## config.mk

```make
export PLATFORM = sky130hd
export DESIGN_NAME = mcsp_main_clock
export DESIGN_NICKNAME = d
export VERILOG_FILES = /design/src/hw/mcsp_pkg.sv /design/src/hw/mcsp_main_clock.sv
export VERILOG_INCLUDE_DIRS = /design/src /design/src/hw
export SDC_FILE = /design/constraint.sdc
export NUM_CORES = 1
export LEC_CHECK = 0
export ABC_CLOCK_PERIOD_IN_PS = 3230
export BUFFER_PORTS_ARGS = -buffer_cell sky130_fd_sc_hd__buf_2
export CAP_MARGIN = 20
export CORE_UTILIZATION = 40
export CTS_CLUSTER_SIZE = 25
export DETAILED_ROUTE_END_ITERATION = 6
export GPL_TIMING_DRIVEN = 0
export PLACE_DENSITY = 0.63
export SYNTH_ARGS = -nofsm -noshare
export SYNTH_HDL_FRONTEND = slang
export SYNTH_SLANG_ARGS = --single-unit
export TNS_END_PERCENT = 1
```

## constraint.sdc

```tcl
create_clock -name core_clk -period 3.23 [get_ports core_clk]
set_input_delay 0.8075 -clock core_clk [delete_from_list [all_inputs] [get_ports core_clk]]
set_output_delay 0.8075 -clock core_clk [all_outputs]
set_load 0.02 [all_outputs]
```

## src/hw/mcsp_cfg.svh

```systemverilog
`ifndef MCSP_CFG_SVH
`define MCSP_CFG_SVH

// ****************************************
// register offsets
// ****************************************
`define MCSP_OFS_MAIN_SRC   5'h00
`define MCSP_OFS_PRESCALE   5'h01
`define MCSP_OFS_LOCK       5'h02
`define MCSP_OFS_STATUS     5'h03
`define MCSP_OFS_FAST_CTRL  5'h10
`define MCSP_OFS_FAST_TRIM  5'h11
`define MCSP_OFS_FAST_TEMP  5'h12
`define MCSP_OFS_ULP_CTRL   5'h18
`define MCSP_OFS_XTAL_CTRL  5'h1C

// ****************************************
// field positions
// ****************************************
`define MCSP_BIT_PIN_EN     7
`define MCSP_BIT_PRE_ON     0
`define MCSP_BIT_LOCK       0
`define MCSP_BIT_RUN_STBY   1
`define MCSP_BIT_XTAL_EN    0
`define MCSP_BIT_XTAL_SEL   2
`define MCSP_BIT_FUSE_LOCK  7
`define MCSP_BIT_SW_PEND    0
`define MCSP_BIT_FAST_STB   4

// ****************************************
// reset values
// ****************************************
`define MCSP_RST_MAIN_SRC   8'h00
`define MCSP_RST_PRESCALE   8'h11
`define MCSP_RST_CTRL       8'h00

// ****************************************
// source codes and timing
// ****************************************
`define MCSP_SRC_FAST       2'h0
`define MCSP_SRC_ULP        2'h1
`define MCSP_SRC_XTAL       2'h2
`define MCSP_SRC_EXT        2'h3
`define MCSP_GATE_CYCLES    3'h4

`endif

```

## src/hw/mcsp_pkg.sv

```systemverilog
package mcsp_pkg;

    typedef enum logic {
        SW_IDLE,
        SW_WAIT
    } mcsp_sw_t;

    typedef struct packed {
        logic [3:0]  sync1;
        logic [3:0]  sync2;
        logic [3:0]  sync3;
        logic [3:0]  filt;
        logic [3:0]  rdy1;
        logic [3:0]  rdy2;
        logic [3:0]  rdy3;
        logic [3:0]  rdy;
        logic [11:0] gate_cnt;
        logic [3:0]  gate_open;
        mcsp_sw_t    sw;
        logic [1:0]  active;
        logic [7:0]  main_src;
        logic [7:0]  prescale;
        logic        lock;
        logic        fast_stby;
        logic [6:0]  fast_trim;
        logic [3:0]  fast_temp;
        logic        ulp_stby;
        logic [7:0]  xtal_ctrl;
        logic        main_lvl;
        logic [4:0]  div_cnt;
        logic        div_lvl;
        logic        per_lvl;
        logic        pin_lvl;
        logic [7:0]  rdata;
    } mcsp_state_t;

endpackage

```

## src/hw/mcsp_main_clock.sv

```systemverilog
// Contract
// [RL1] pin enable bit 7 puts the system clock on the output pin
// [RL2] during sleep the pin is quiet unless a peripheral uses the clock
// [RL3] two-bit select picks fast, ultra-low-power, crystal or external source
// [RL4] divider codes 0x0..0x5 divide by 2, 4, 8, 16, 32, 64
// [RL5] codes 0x8..0xC divide by 6, 10, 12, 24, 48; others reserved
// [RL6] divider writes take effect while running, no stop needed
// [RL7] prescaler off passes main clock undivided, on applies the divider
// [RL8] software keeps peripheral clock under its limit; not checked here
// [RL9] lock freezes source, prescaler and active source calibration
// [RL10] once locked, lock register refuses access until hardware reset
// [RL11] lock bit loads from fuse lock bit at reset
// [RL12] status bits 7..4 report external, crystal, ulp, fast stability
// [RL13] stability flag reads 0 unless that source is requested
// [RL14] status bit 0 high while a switch waits for the new source
// [RL15] fast run-in-standby keeps the fast oscillator powered always
// [RL16] unrequested oscillator gives no clock even if running
// [RL17] gate opens four oscillator cycles after request
// [RL18] fast trim loads a factory value chosen by fuse frequency select
// [RL19] software writes the unlock key before protected writes
// [RL20] protected writes without unlock leave registers unchanged
// [RL21] main mux switches glitch free once the new source is stable
// [RL22] while locked, frozen registers ignore writes and read back held values
//
// The strobed register port was left to the implementer.
`timescale 1ns/1ns
`include "mcsp_cfg.svh"

module mcsp_main_clock
    import mcsp_pkg::*;
(
    input  wire logic       core_clk,
    input  wire logic       rst_n,
    input  wire logic [4:0] reg_addr,
    input  wire logic [7:0] reg_wdata,
    input  wire logic       reg_wr,
    input  wire logic       reg_rd,
    output logic      [7:0] reg_rdata,
    input  wire logic       change_protection,
    input  wire logic       fuse_calibration_lock,
    input  wire logic       fuse_frequency_select,
    input  wire logic [6:0] factory_trim_lo,
    input  wire logic [6:0] factory_trim_hi,
    input  wire logic [3:0] factory_temp_lo,
    input  wire logic [3:0] factory_temp_hi,
    input  wire logic [3:0] osc_level,
    input  wire logic [3:0] osc_ready,
    input  wire logic [3:0] periph_request,
    input  wire logic       sleep_active,
    input  wire logic       periph_uses_sysclk,
    output logic            main_clock,
    output logic            peripheral_clock,
    output logic            system_clock_pin,
    output logic            fast_osc_power,
    output logic            ulp_osc_power,
    output logic            crystal_osc_power,
    output logic            crystal_ext_select,
    output logic      [1:0] crystal_startup_sel
);

    // ****************************************
    // decode helpers
    // ****************************************
    // half of the division ratio; divide by 64 needs six bits
    function automatic logic [5:0] half_ratio(input logic [3:0] code);
        logic [5:0] h;
        h = 6'h01;
        unique case (code)
            4'h0: h = 6'h01;
            4'h1: h = 6'h02;
            4'h2: h = 6'h04;
            4'h3: h = 6'h08;
            4'h4: h = 6'h10;
            4'h5: h = 6'h20;
            4'h8: h = 6'h03;
            4'h9: h = 6'h05;
            4'hA: h = 6'h06;
            4'hB: h = 6'h0C;
            4'hC: h = 6'h18;
            default: h = 6'h01;
        endcase
        return h;
    endfunction

    function automatic logic [3:0] src_onehot(input logic [1:0] s);
        return 4'h1 << s;
    endfunction

    mcsp_state_t st_r;
    mcsp_state_t st_nxt;

    logic [3:0] requested;
    logic [3:0] rise;
    logic [3:0] lvl_new;
    logic [3:0] stable;
    logic [1:0] target;
    logic       wr_ok;
    logic       cal_locked;
    logic       main_new;
    logic       main_rise;
    logic [5:0] half;
    logic [7:0] status;
    logic [7:0] rd_val;
    logic       xtal_busy;

    // ****************************************
    // next state
    // ****************************************
    always_comb begin
        st_nxt = st_r;

        // three-stage sampling, change accepted when last two agree
        st_nxt.sync1 = osc_level;
        st_nxt.sync2 = st_r.sync1;
        st_nxt.sync3 = st_r.sync2;
        st_nxt.rdy1  = osc_ready;
        st_nxt.rdy2  = st_r.rdy1;
        st_nxt.rdy3  = st_r.rdy2;
        for (int i = 0; i < 4; i++) begin
            lvl_new[i] = (st_r.sync2[i] == st_r.sync3[i]) ? st_r.sync3[i] : st_r.filt[i];
            if (st_r.rdy2[i] == st_r.rdy3[i]) begin
                st_nxt.rdy[i] = st_r.rdy3[i];
            end
        end
        st_nxt.filt = lvl_new;
        rise        = lvl_new & ~st_r.filt;

        target    = st_r.main_src[1:0];                                     // [RL3]
        requested = src_onehot(target) | src_onehot(st_r.active) | periph_request;

        // clock gates: closed when unrequested, open after four edges
        for (int i = 0; i < 4; i++) begin
            if (!requested[i] || !st_r.rdy[i]) begin                        // [RL16]
                st_nxt.gate_cnt[i*3 +: 3] = 3'h0;
                st_nxt.gate_open[i]       = 1'b0;
            end else if (!st_r.gate_open[i] && rise[i]) begin
                st_nxt.gate_cnt[i*3 +: 3] = st_r.gate_cnt[i*3 +: 3] + 3'h1;
                if (st_r.gate_cnt[i*3 +: 3] + 3'h1 == `MCSP_GATE_CYCLES) begin  // [RL17]
                    st_nxt.gate_open[i] = 1'b1;
                end
            end
        end
        stable = requested & st_r.rdy & st_r.gate_open;                     // [RL13]

        // glitch-free source switch
        unique case (st_r.sw)
            SW_IDLE: begin
                if (target != st_r.active) begin
                    st_nxt.sw = SW_WAIT;
                end
            end
            SW_WAIT: begin
                if (target == st_r.active) begin
                    st_nxt.sw = SW_IDLE;
                end else if (stable[target] && !st_r.main_lvl && !lvl_new[target]) begin
                    st_nxt.active = target;                                 // [RL21]
                    st_nxt.sw     = SW_IDLE;                                // [RL14]
                end
            end
        endcase

        main_new        = st_r.gate_open[st_r.active] ? lvl_new[st_r.active] : 1'b0;
        st_nxt.main_lvl = main_new;
        main_rise       = main_new & ~st_r.main_lvl;

        // prescaler, ratio re-read every edge so run-time writes apply
        half = half_ratio(st_r.prescale[4:1]);                              // [RL4] [RL5]
        if (main_rise) begin
            if ({1'b0, st_r.div_cnt} + 6'h01 >= half) begin                 // [RL6]
                st_nxt.div_cnt = 5'h00;
                st_nxt.div_lvl = ~st_r.div_lvl;
            end else begin
                st_nxt.div_cnt = st_r.div_cnt + 5'h01;
            end
        end
        st_nxt.per_lvl = st_r.prescale[`MCSP_BIT_PRE_ON] ? st_nxt.div_lvl : main_new;  // [RL7]

        st_nxt.pin_lvl = st_r.main_src[`MCSP_BIT_PIN_EN]                    // [RL1]
                       && (!sleep_active || periph_uses_sysclk)             // [RL2]
                       && main_new;

        // register writes
        wr_ok      = reg_wr && change_protection;                           // [RL20]
        cal_locked = fuse_calibration_lock
                   || (st_r.lock && st_r.active == `MCSP_SRC_FAST);         // [RL9]
        xtal_busy  = st_r.xtal_ctrl[`MCSP_BIT_XTAL_EN] || stable[`MCSP_SRC_XTAL];
        if (wr_ok) begin
            unique case (reg_addr)
                `MCSP_OFS_MAIN_SRC: begin
                    if (!st_r.lock) begin                                   // [RL22]
                        st_nxt.main_src = reg_wdata & 8'h83;
                    end
                end
                `MCSP_OFS_PRESCALE: begin
                    if (!st_r.lock) begin                                   // [RL9]
                        st_nxt.prescale = reg_wdata & 8'h1F;
                    end
                end
                `MCSP_OFS_LOCK: begin
                    if (!st_r.lock) begin                                   // [RL10]
                        st_nxt.lock = reg_wdata[`MCSP_BIT_LOCK];
                    end
                end
                `MCSP_OFS_FAST_CTRL: begin
                    st_nxt.fast_stby = reg_wdata[`MCSP_BIT_RUN_STBY];
                end
                `MCSP_OFS_FAST_TRIM: begin
                    if (!cal_locked) begin                                  // [RL22]
                        st_nxt.fast_trim = reg_wdata[6:0];
                    end
                end
                `MCSP_OFS_FAST_TEMP: begin
                    if (!cal_locked) begin
                        st_nxt.fast_temp = reg_wdata[3:0];
                    end
                end
                `MCSP_OFS_ULP_CTRL: begin
                    st_nxt.ulp_stby = reg_wdata[`MCSP_BIT_RUN_STBY];
                end
                `MCSP_OFS_XTAL_CTRL: begin
                    st_nxt.xtal_ctrl[1:0] = reg_wdata[1:0];
                    if (!xtal_busy) begin
                        st_nxt.xtal_ctrl[5:2] = reg_wdata[5:2] & 4'hD;
                    end
                end
                default: begin
                end
            endcase
        end

        // register reads
        status = {stable[`MCSP_SRC_EXT], stable[`MCSP_SRC_XTAL],           // [RL12]
                  stable[`MCSP_SRC_ULP], stable[`MCSP_SRC_FAST], 4'h0};
        status[`MCSP_BIT_SW_PEND] = (st_r.sw == SW_WAIT);                   // [RL14]
        rd_val = 8'h00;
        unique case (reg_addr)
            `MCSP_OFS_MAIN_SRC:  rd_val = st_r.main_src;
            `MCSP_OFS_PRESCALE:  rd_val = st_r.prescale;
            `MCSP_OFS_LOCK:      rd_val = {7'h00, st_r.lock} & {8{!st_r.lock}};  // [RL10]
            `MCSP_OFS_STATUS:    rd_val = status;
            `MCSP_OFS_FAST_CTRL: rd_val = {6'h00, st_r.fast_stby, 1'b0};
            `MCSP_OFS_FAST_TRIM: rd_val = {1'b0, st_r.fast_trim};
            `MCSP_OFS_FAST_TEMP: rd_val = {fuse_calibration_lock, 3'h0, st_r.fast_temp};
            `MCSP_OFS_ULP_CTRL:  rd_val = {6'h00, st_r.ulp_stby, 1'b0};
            `MCSP_OFS_XTAL_CTRL: rd_val = st_r.xtal_ctrl;
            default:             rd_val = 8'h00;
        endcase
        st_nxt.rdata = reg_rd ? rd_val : 8'h00;
    end

    // ****************************************
    // state register
    // ****************************************
    always_ff @(posedge core_clk) begin
        if (!rst_n) begin
            st_r           <= '0;
            st_r.sw        <= SW_IDLE;
            st_r.active    <= `MCSP_SRC_FAST;
            st_r.main_src  <= `MCSP_RST_MAIN_SRC;
            st_r.prescale  <= `MCSP_RST_PRESCALE;
            st_r.xtal_ctrl <= `MCSP_RST_CTRL;
            st_r.lock      <= fuse_calibration_lock;                        // [RL11]
            st_r.fast_trim <= fuse_frequency_select ? factory_trim_hi : factory_trim_lo;  // [RL18]
            st_r.fast_temp <= fuse_frequency_select ? factory_temp_hi : factory_temp_lo;
        end else begin
            st_r <= st_nxt;
        end
    end

    // ****************************************
    // outputs
    // ****************************************
    assign reg_rdata           = st_r.rdata;
    assign main_clock          = st_r.main_lvl;
    assign peripheral_clock    = st_r.per_lvl;
    assign system_clock_pin    = st_r.pin_lvl;
    assign fast_osc_power      = st_r.fast_stby || requested[`MCSP_SRC_FAST];  // [RL15]
    assign ulp_osc_power       = st_r.ulp_stby || requested[`MCSP_SRC_ULP];
    assign crystal_osc_power   = st_r.xtal_ctrl[`MCSP_BIT_XTAL_EN]
                               && (st_r.xtal_ctrl[`MCSP_BIT_RUN_STBY] || requested[`MCSP_SRC_XTAL]);
    assign crystal_ext_select  = st_r.xtal_ctrl[`MCSP_BIT_XTAL_SEL];
    assign crystal_startup_sel = st_r.xtal_ctrl[5:4];

endmodule

```

==> run metrics, run 1 <==
register area share after synthesis=0.462; row count=38; Avg Cell Area, Syn=9.43 sq um; Clock power frac=0.399; critical path's largest stage delay=0.90 ns; Sw Share=0.223; Post-synth top flop=dfxtp_1; unrepaired setup endpoints after global routing=false; Yosys cell types=57; Layout fillers=1082; post-cts resize count=0; total number of vias=3791; CP max-delay cell=a221oi_1; Worst-Skew Late Latency=0.34 ns; gpl congestion=0.819; sw power=538 uW; largest cells by area after synthesis=dfxtp_1 (38%), edfxtp_1 (7.8%), mux2i_1 (5.2%); status=completed; Most common cell on crit path=ha_1; Core ar.=0.0111 sq mm; PwrDens=444 mW/mm^2; Synth top area share=0.384; Sum Neg Setup Slack=0 ns; CTS tree=built; wire per inst=15.4 um; layout cells sized above 1=0.187; largest net degree at the start of global routing=17; Crit Path Class=flop to flop; Least-Margin Pin Slew=1.07 ns; Peak VDD IR=0.303 mV; ANT cells=0; setup bufs post-CTS=0; Area growth syn-to-layout=17.0%; Logic pwr share=0.060; minimum hold slack=0.434 ns; DR iter-0 viols=246; placed insts=702; GRT overflow=0; GR Util All Layers=0.197; remaining antenna violation count=0; nature of the critical path endpoint=flop; Hold WC Path Type=flop to flop; Avg Vias per Cell=5.28; RR Startpoint=st_r[11]; initial antenna violation count=0; drc violations=0; min Tclk post-route=2.94 ns; CTS H-tree lvls=3; Max-Cap Viols=0; # IOs=73; maximum clock rate=340 MHz; WP data required=3.45 ns; die area=0.0120 sq mm; Slew HR=0.282; asr flop ratio synth=0; final cell count without fillers=718; # hold bufs at CTS=0; biggest area consumer among synthesized cells=dfxtp_1; Seq pwr share=0.541; Final Max Slew Viols=0; Cell Area, Synth=0.00464 sq mm; drt pass-1 iters=5; Die X=110 um; Leakage=0.00219 uW; Yosys reg bits=101; number of synthesized flops with an enable pin=12; total CTS buffers=9; IO Port Bufs=70; Initial Util=0.419; Worst Setup Start Kind=flop; clk_skew=0.0104 ns; vias in the first global route=3676; critical-path cell list=ha_1 -> nand3_1 -> xnor2_1 -> ha_1 -> a21o_1 -> a221oi_1 -> o31ai_1 -> a32o_1; post-route clock period utilization=0.910; Die H=110 um; TritonCTS Sinks=101; Synth Net Count=563; fin util=0.490; Worst-path clk slew=0.06 ns; Max Fanout on Critical Path=9; Setup crit start=st_r[11]; Nets=645; first-pass GRT wire length=17.7 mm; Final Hold Viols=0; P_int=1870 uW; Post-Synthesis Cells=492; Syn. warnings=0; final setup violating endpoints=0; Max Root-Sink Buffers=2; CTS root buf=clkbuf_16; final wirelength=11.0 mm; Detail Placement HPWL=8.37 mm; Worst Hold Launch=st_nxt[84]; critical path arrival=3.16 ns
worst max-delay path: cells and delay by family (launching register included):
family	cells	cell delay, ns
AOI/OAI and AO/OA	4	1.51
adders and majority gates	2	0.54
DFF	1	0.40
xor gates and xnor gates	1	0.25
and+or+nand+nor	1	0.12
registers in the layout, summed over array words and instances, names as in the netlist:
| signal | count |
|---|---|
| crystal_startup_sel | 2 |
| peripheral_clock | 1 |
| reg_rdata | 8 |
| crystal_ext_select | 1 |
| system_clock_pin | 1 |
| half | 6 |
| st_r | 65 |
| main_clock | 1 |
| st_nxt | 16 |
cells by family (layout without fill, tap and decap cells):
logic type,count (synthesis),in the layout,share of synthesized area
DFF,101,101,0.462
adders and majority gates,19,19,0.0491
buffers and inverters,46,132,0.0464
muxes,28,28,0.0620
and+or+nand+nor,193,193,0.220
xor gates and xnor gates,17,17,0.0321
AOI/OAI and AO/OA,88,88,0.129
Yosys cell counts, drive strengths merged, types with 12 or more instances:
library cell,count
a21oi,19
and2,33
buf,14
clkbuf,17
dfxtp,89
edfxtp,12
ha,15
inv,15
mux2i,25
nand2,51
nand3,16
nor2,28
nor2b,20
o21ai,15
metal layers:
| metal | global-route usage | up-vias | part of all wire |
|---|---|---|---|
| met4 | 0.0914 | 0 | 0.027 |
| li1 | - | 1877 | - |
| met3 | 0.0379 | 23 | 0.055 |
| met2 | 0.341 | 133 | 0.49 |
| met1 | 0.235 | 1758 | 0.43 |
| met5 | 0 | - | 0 |
power groups by stage:
| stage | Clock [uW] | Sequential [uW] | Combinational [uW] |
|---|---|---|---|
| 2_1_floorplan | 0 | 1330 | 76.6 |
| 3_3_place_gp | 0 | 1330 | 142 |
| 3_5_place_dp | 0 | 1330 | 145 |
| 4_1_cts | 989 | 1300 | 145 |
| 5_1_grt | 1040 | 1310 | 161 |
| 6_report | 962 | 1300 | 146 |
per-stage QoR:
stage               worst slack [ns]  total power, uW  instance area [sq um]
floorplan                      0.606             1410                   4640
detailed placement            0.0753             1480                   5170
finish                         0.291             2410                   5430
CTS                            0.312             2440                   5430
global route                   0.100             2510                   5430
global placement               0.121             1470                   5170
cell type report:
cell class              instances  area, sq um  share of cell area
inverters                      15         56.3              0.0104
repair buffers                 71          355              0.0654
plain buffers                  31          159              0.0293
well taps                     140          175              0.0323
multi-input cells             345         2280               0.420
flip-flops and latches        101         2140               0.394
clock buffers                  11          233              0.0428
clock inverters                 4         27.5             0.00507
cell usage in the layout (no fill, tap or decap), types with 4 or more instances in the layout:
cell / instances
xor2_1: 11
a21boi_0: 10
clkbuf_1: 19
maj3_1: 4
ha_1: 15
xnor2_1: 6
a31oi_1: 7
dfxtp_1: 89
buf_4: 11
nand4_1: 5
and2_1: 33
a22oi_1: 6
o21ai_0: 15
nor2_1: 27
and3_1: 7
nor3_1: 8
edfxtp_1: 12
nor2b_1: 20
mux2i_1: 24
nand2b_1: 5
nand3_1: 16
a21oi_1: 19
a211oi_1: 11
nand2_1: 51
inv_1: 15
buf_2: 71
clkbuf_16: 9
path summary, 6_finish.rpt:
kind | to | slack, ns | cells past startpoint
worst max-delay path | peripheral_clock | 0.29 | 8
worst max register to register | peripheral_clock | 0.29 | 8
worst min-delay path | st_nxt[80] | 0.43 | 1
worst min register to register | st_nxt[80] | 0.43 | 1
No activity file was read; power rests on OpenSTA's default activity.
==> run 2, diff against run 1 <==
--- a/config.mk
+++ b/config.mk
@@ -12,7 +12,7 @@
 export CORE_UTILIZATION = 40
 export CTS_CLUSTER_SIZE = 25
 export DETAILED_ROUTE_END_ITERATION = 6
-export GPL_TIMING_DRIVEN = 0
+export GPL_ROUTABILITY_DRIVEN = 0
 export PLACE_DENSITY = 0.63
 export SYNTH_ARGS = -nofsm -noshare
 export SYNTH_HDL_FRONTEND = slang
==> constraint.sdc (replaced) <==
create_clock -name core_clk -period 3.23 [get_ports core_clk]
set_input_delay 0.4845 -clock core_clk [delete_from_list [all_inputs] [get_ports core_clk]]
set_output_delay 0.4845 -clock core_clk [all_outputs]
set_load 0.02 [all_outputs]
==> run 2 against run 1 <==
Net effect:
- total power grew 6.3%
- first-iteration DRC count fell by 24%
- global-route usage is 2.1 points lower
- clock skew up 0.00069 ns
- flip-flop and latch count stayed put
- worst setup slack improved by 0.56 ns
- sequential share of layout area increased by 0.49 points
- register-to-register slack better by 0.56 ns
- critical path depth up 1
- worst hold slack got worse by 0.083 ns
- highest routed layer unchanged
==> run metrics, run 2 (synthesized netlist as in run 1, its figures left out) <==
initial antenna violation count=0 (unchanged); WP data required=3.46 ns (about the same); DR iter-0 viols=186 (-24%); Storage cell area=0.00214 sq mm (unchanged); Worst Setup Start Kind=flop; TritonCTS Sinks=101 (unchanged); largest net degree at the start of global routing=67 (+50); Area growth syn-to-layout=15.6%; Most common cell on crit path=ha_1; critical path's largest stage delay=0.41 ns (-0.49 ns); Hold WC Path Type=input pin to flop; Clock power frac=0.438 (+0.039); most frequent cells in the layout=dfxtp_1 (89), buf_2 (72), nand2_1 (51); total CTS buffers=9 (unchanged); Nets=619 (-4.0%); min Tclk post-route=2.38 ns (-0.556 ns); Final Hold Viols=0 (unchanged); status=completed; row count=38 (unchanged); # hold bufs at CTS=0 (unchanged); final instance area=0.00537 sq mm (-1.2%); IO Port Bufs=72 (+2.9%); remaining antenna violation count=0 (unchanged); Initial Util=0.419 (unchanged); clk_skew=0.0111 ns (+0.000692 ns); post-route clock period utilization=0.738 (-0.172); sw power=557 uW (+3.5%); CTS tree=built; ANT cells=0 (unchanged); die area=0.0120 sq mm (unchanged); critical-path cell list=ha_1 -> nand3_1 -> xnor2_1 -> ha_1 -> a21o_1 -> a221oi_1 -> buf_4 -> o31ai_1 -> a32o_1; Least-Margin Pin Slew=0.798 ns (-0.269 ns); Max Fanout on Critical Path=9 (unchanged); Logic pwr share=0.052 (-0.008); drt pass-1 iters=4 (-1); WHS Path Cells=2 (+1); Levels on crit path=9 (+1); Worst Path Buf+Inv=1 (+1); Max-Cap Viols=0 (unchanged); final wirelength=9.94 mm (-9.9%); nature of the critical path endpoint=flop; Die X=110 um (unchanged); Sw Share=0.217 (-0.00580); post-cts resize count=0 (unchanged); commonest non-fill, non-tap cell in the layout=dfxtp_1; Multi-input gate area=0.00228 sq mm (unchanged); Largest delay share family, worst path=compound AO/OA/AOI/OAI gates; dpl cell area=0.00505 sq mm (-2.3%); Seq pwr share=0.509 (-0.032); Sum Neg Setup Slack=0 ns (unchanged); Worst-path clk slew=0.07 ns (about the same); GR Util All Layers=0.176 (-0.0207); P_int=2010 uW (+7.1%); CTS root buf=clkbuf_16; total number of vias=3590 (-5.3%); Layout fillers=1031 (-4.7%); Avg Vias per Cell=5.18 (-1.9%); maximum clock rate=420 MHz (+23%); Core ar.=0.0111 sq mm (unchanged); # IOs=73 (unchanged); Largest Register=st_r; vias in the first global route=3466 (-5.7%); PwrDens=478 mW/mm^2 (+7.6%); final cell count without fillers=693 (-3.5%); Max Root-Sink Buffers=2 (unchanged); Leakage=0.00216 uW (-1.5%); Detail Placement HPWL=7.28 mm (-13%); R2R depth=9 (+1); Slew HR=0.465 (+0.183); Worst-Skew Late Latency=0.34 ns (about the same); placed insts=677 (-3.6%); max reg flops=65 (unchanged); Crit Path Class=flop to flop; Die H=110 um (unchanged); Tot Pwr=2560 uW (+6.3%); CTS H-tree lvls=3 (unchanged); GRT overflow=0 (unchanged); layout cells sized above 1=0.188 (+0.00121); setup bufs post-CTS=0 (unchanged); wire per inst=14.3 um (-6.6%); first-pass GRT wire length=16.2 mm (-8.5%); critical path arrival=2.61 ns (-0.55 ns); Peak VDD IR=0.296 mV (-2.2%); drc violations=0 (unchanged); fin util=0.484 (-0.00599); unrepaired setup endpoints after global routing=false; CP max-delay cell=dfxtp_1; final setup violating endpoints=0 (unchanged); Final Max Slew Viols=0 (unchanged)
==> run 2: through the flow <==
| step | setup slack (ns) | hold slack (ns) |
|---|---|---|
| global route | 0.672 | 0.349 |
| detailed placement | 0.852 | 0.424 |
| global placement | 0.865 | 0.419 |
| finish | 0.848 | 0.351 |
| CTS | 0.839 | 0.343 |
| floorplan | 0.806 | 0.412 |
==> run 2: area by class of cell <==
| class | instances | area share |
|---|---|---|
| flip-flops and latches | 101 | 0.399 |
| inverters | 15 | 0.0105 |
| multi-input cells | 345 | 0.426 |
| clock buffers | 10 | 0.0466 |
| clock inverters | 6 | 0.0126 |
| repair buffers | 76 | 0.0728 |
| well taps | 140 | 0.0326 |
==> run 2: worst paths after layout <==
kind | startpoint | endpoint | slack, ns
hold / removal | osc_ready[2] | st_nxt[84] | 0.35
setup / recovery | st_r[11] | peripheral_clock | 0.85
hold reg to reg | st_nxt[84] | st_nxt[80] | 0.44
setup reg to reg | st_r[11] | peripheral_clock | 0.85
==> run 2: power groups by stage <==
stage,Combinational [uW],Clock [uW],Sequential (uW)
after floorplan,76.6,0,1330
after global placement,132,0,1330
after detailed placement,134,0,1330
after CTS,135,1150,1300
after global routing,150,1210,1310
final,134,1120,1300
==> run 2: layer usage <==
layer  vias to the layer above  part of all wire  track usage
met5                         -                 0            0
met4                         0             0.019       0.0695
met3                        14             0.041       0.0379
met2                        77              0.47        0.300
met1                      1681              0.46        0.217
li1                       1818                 -            -
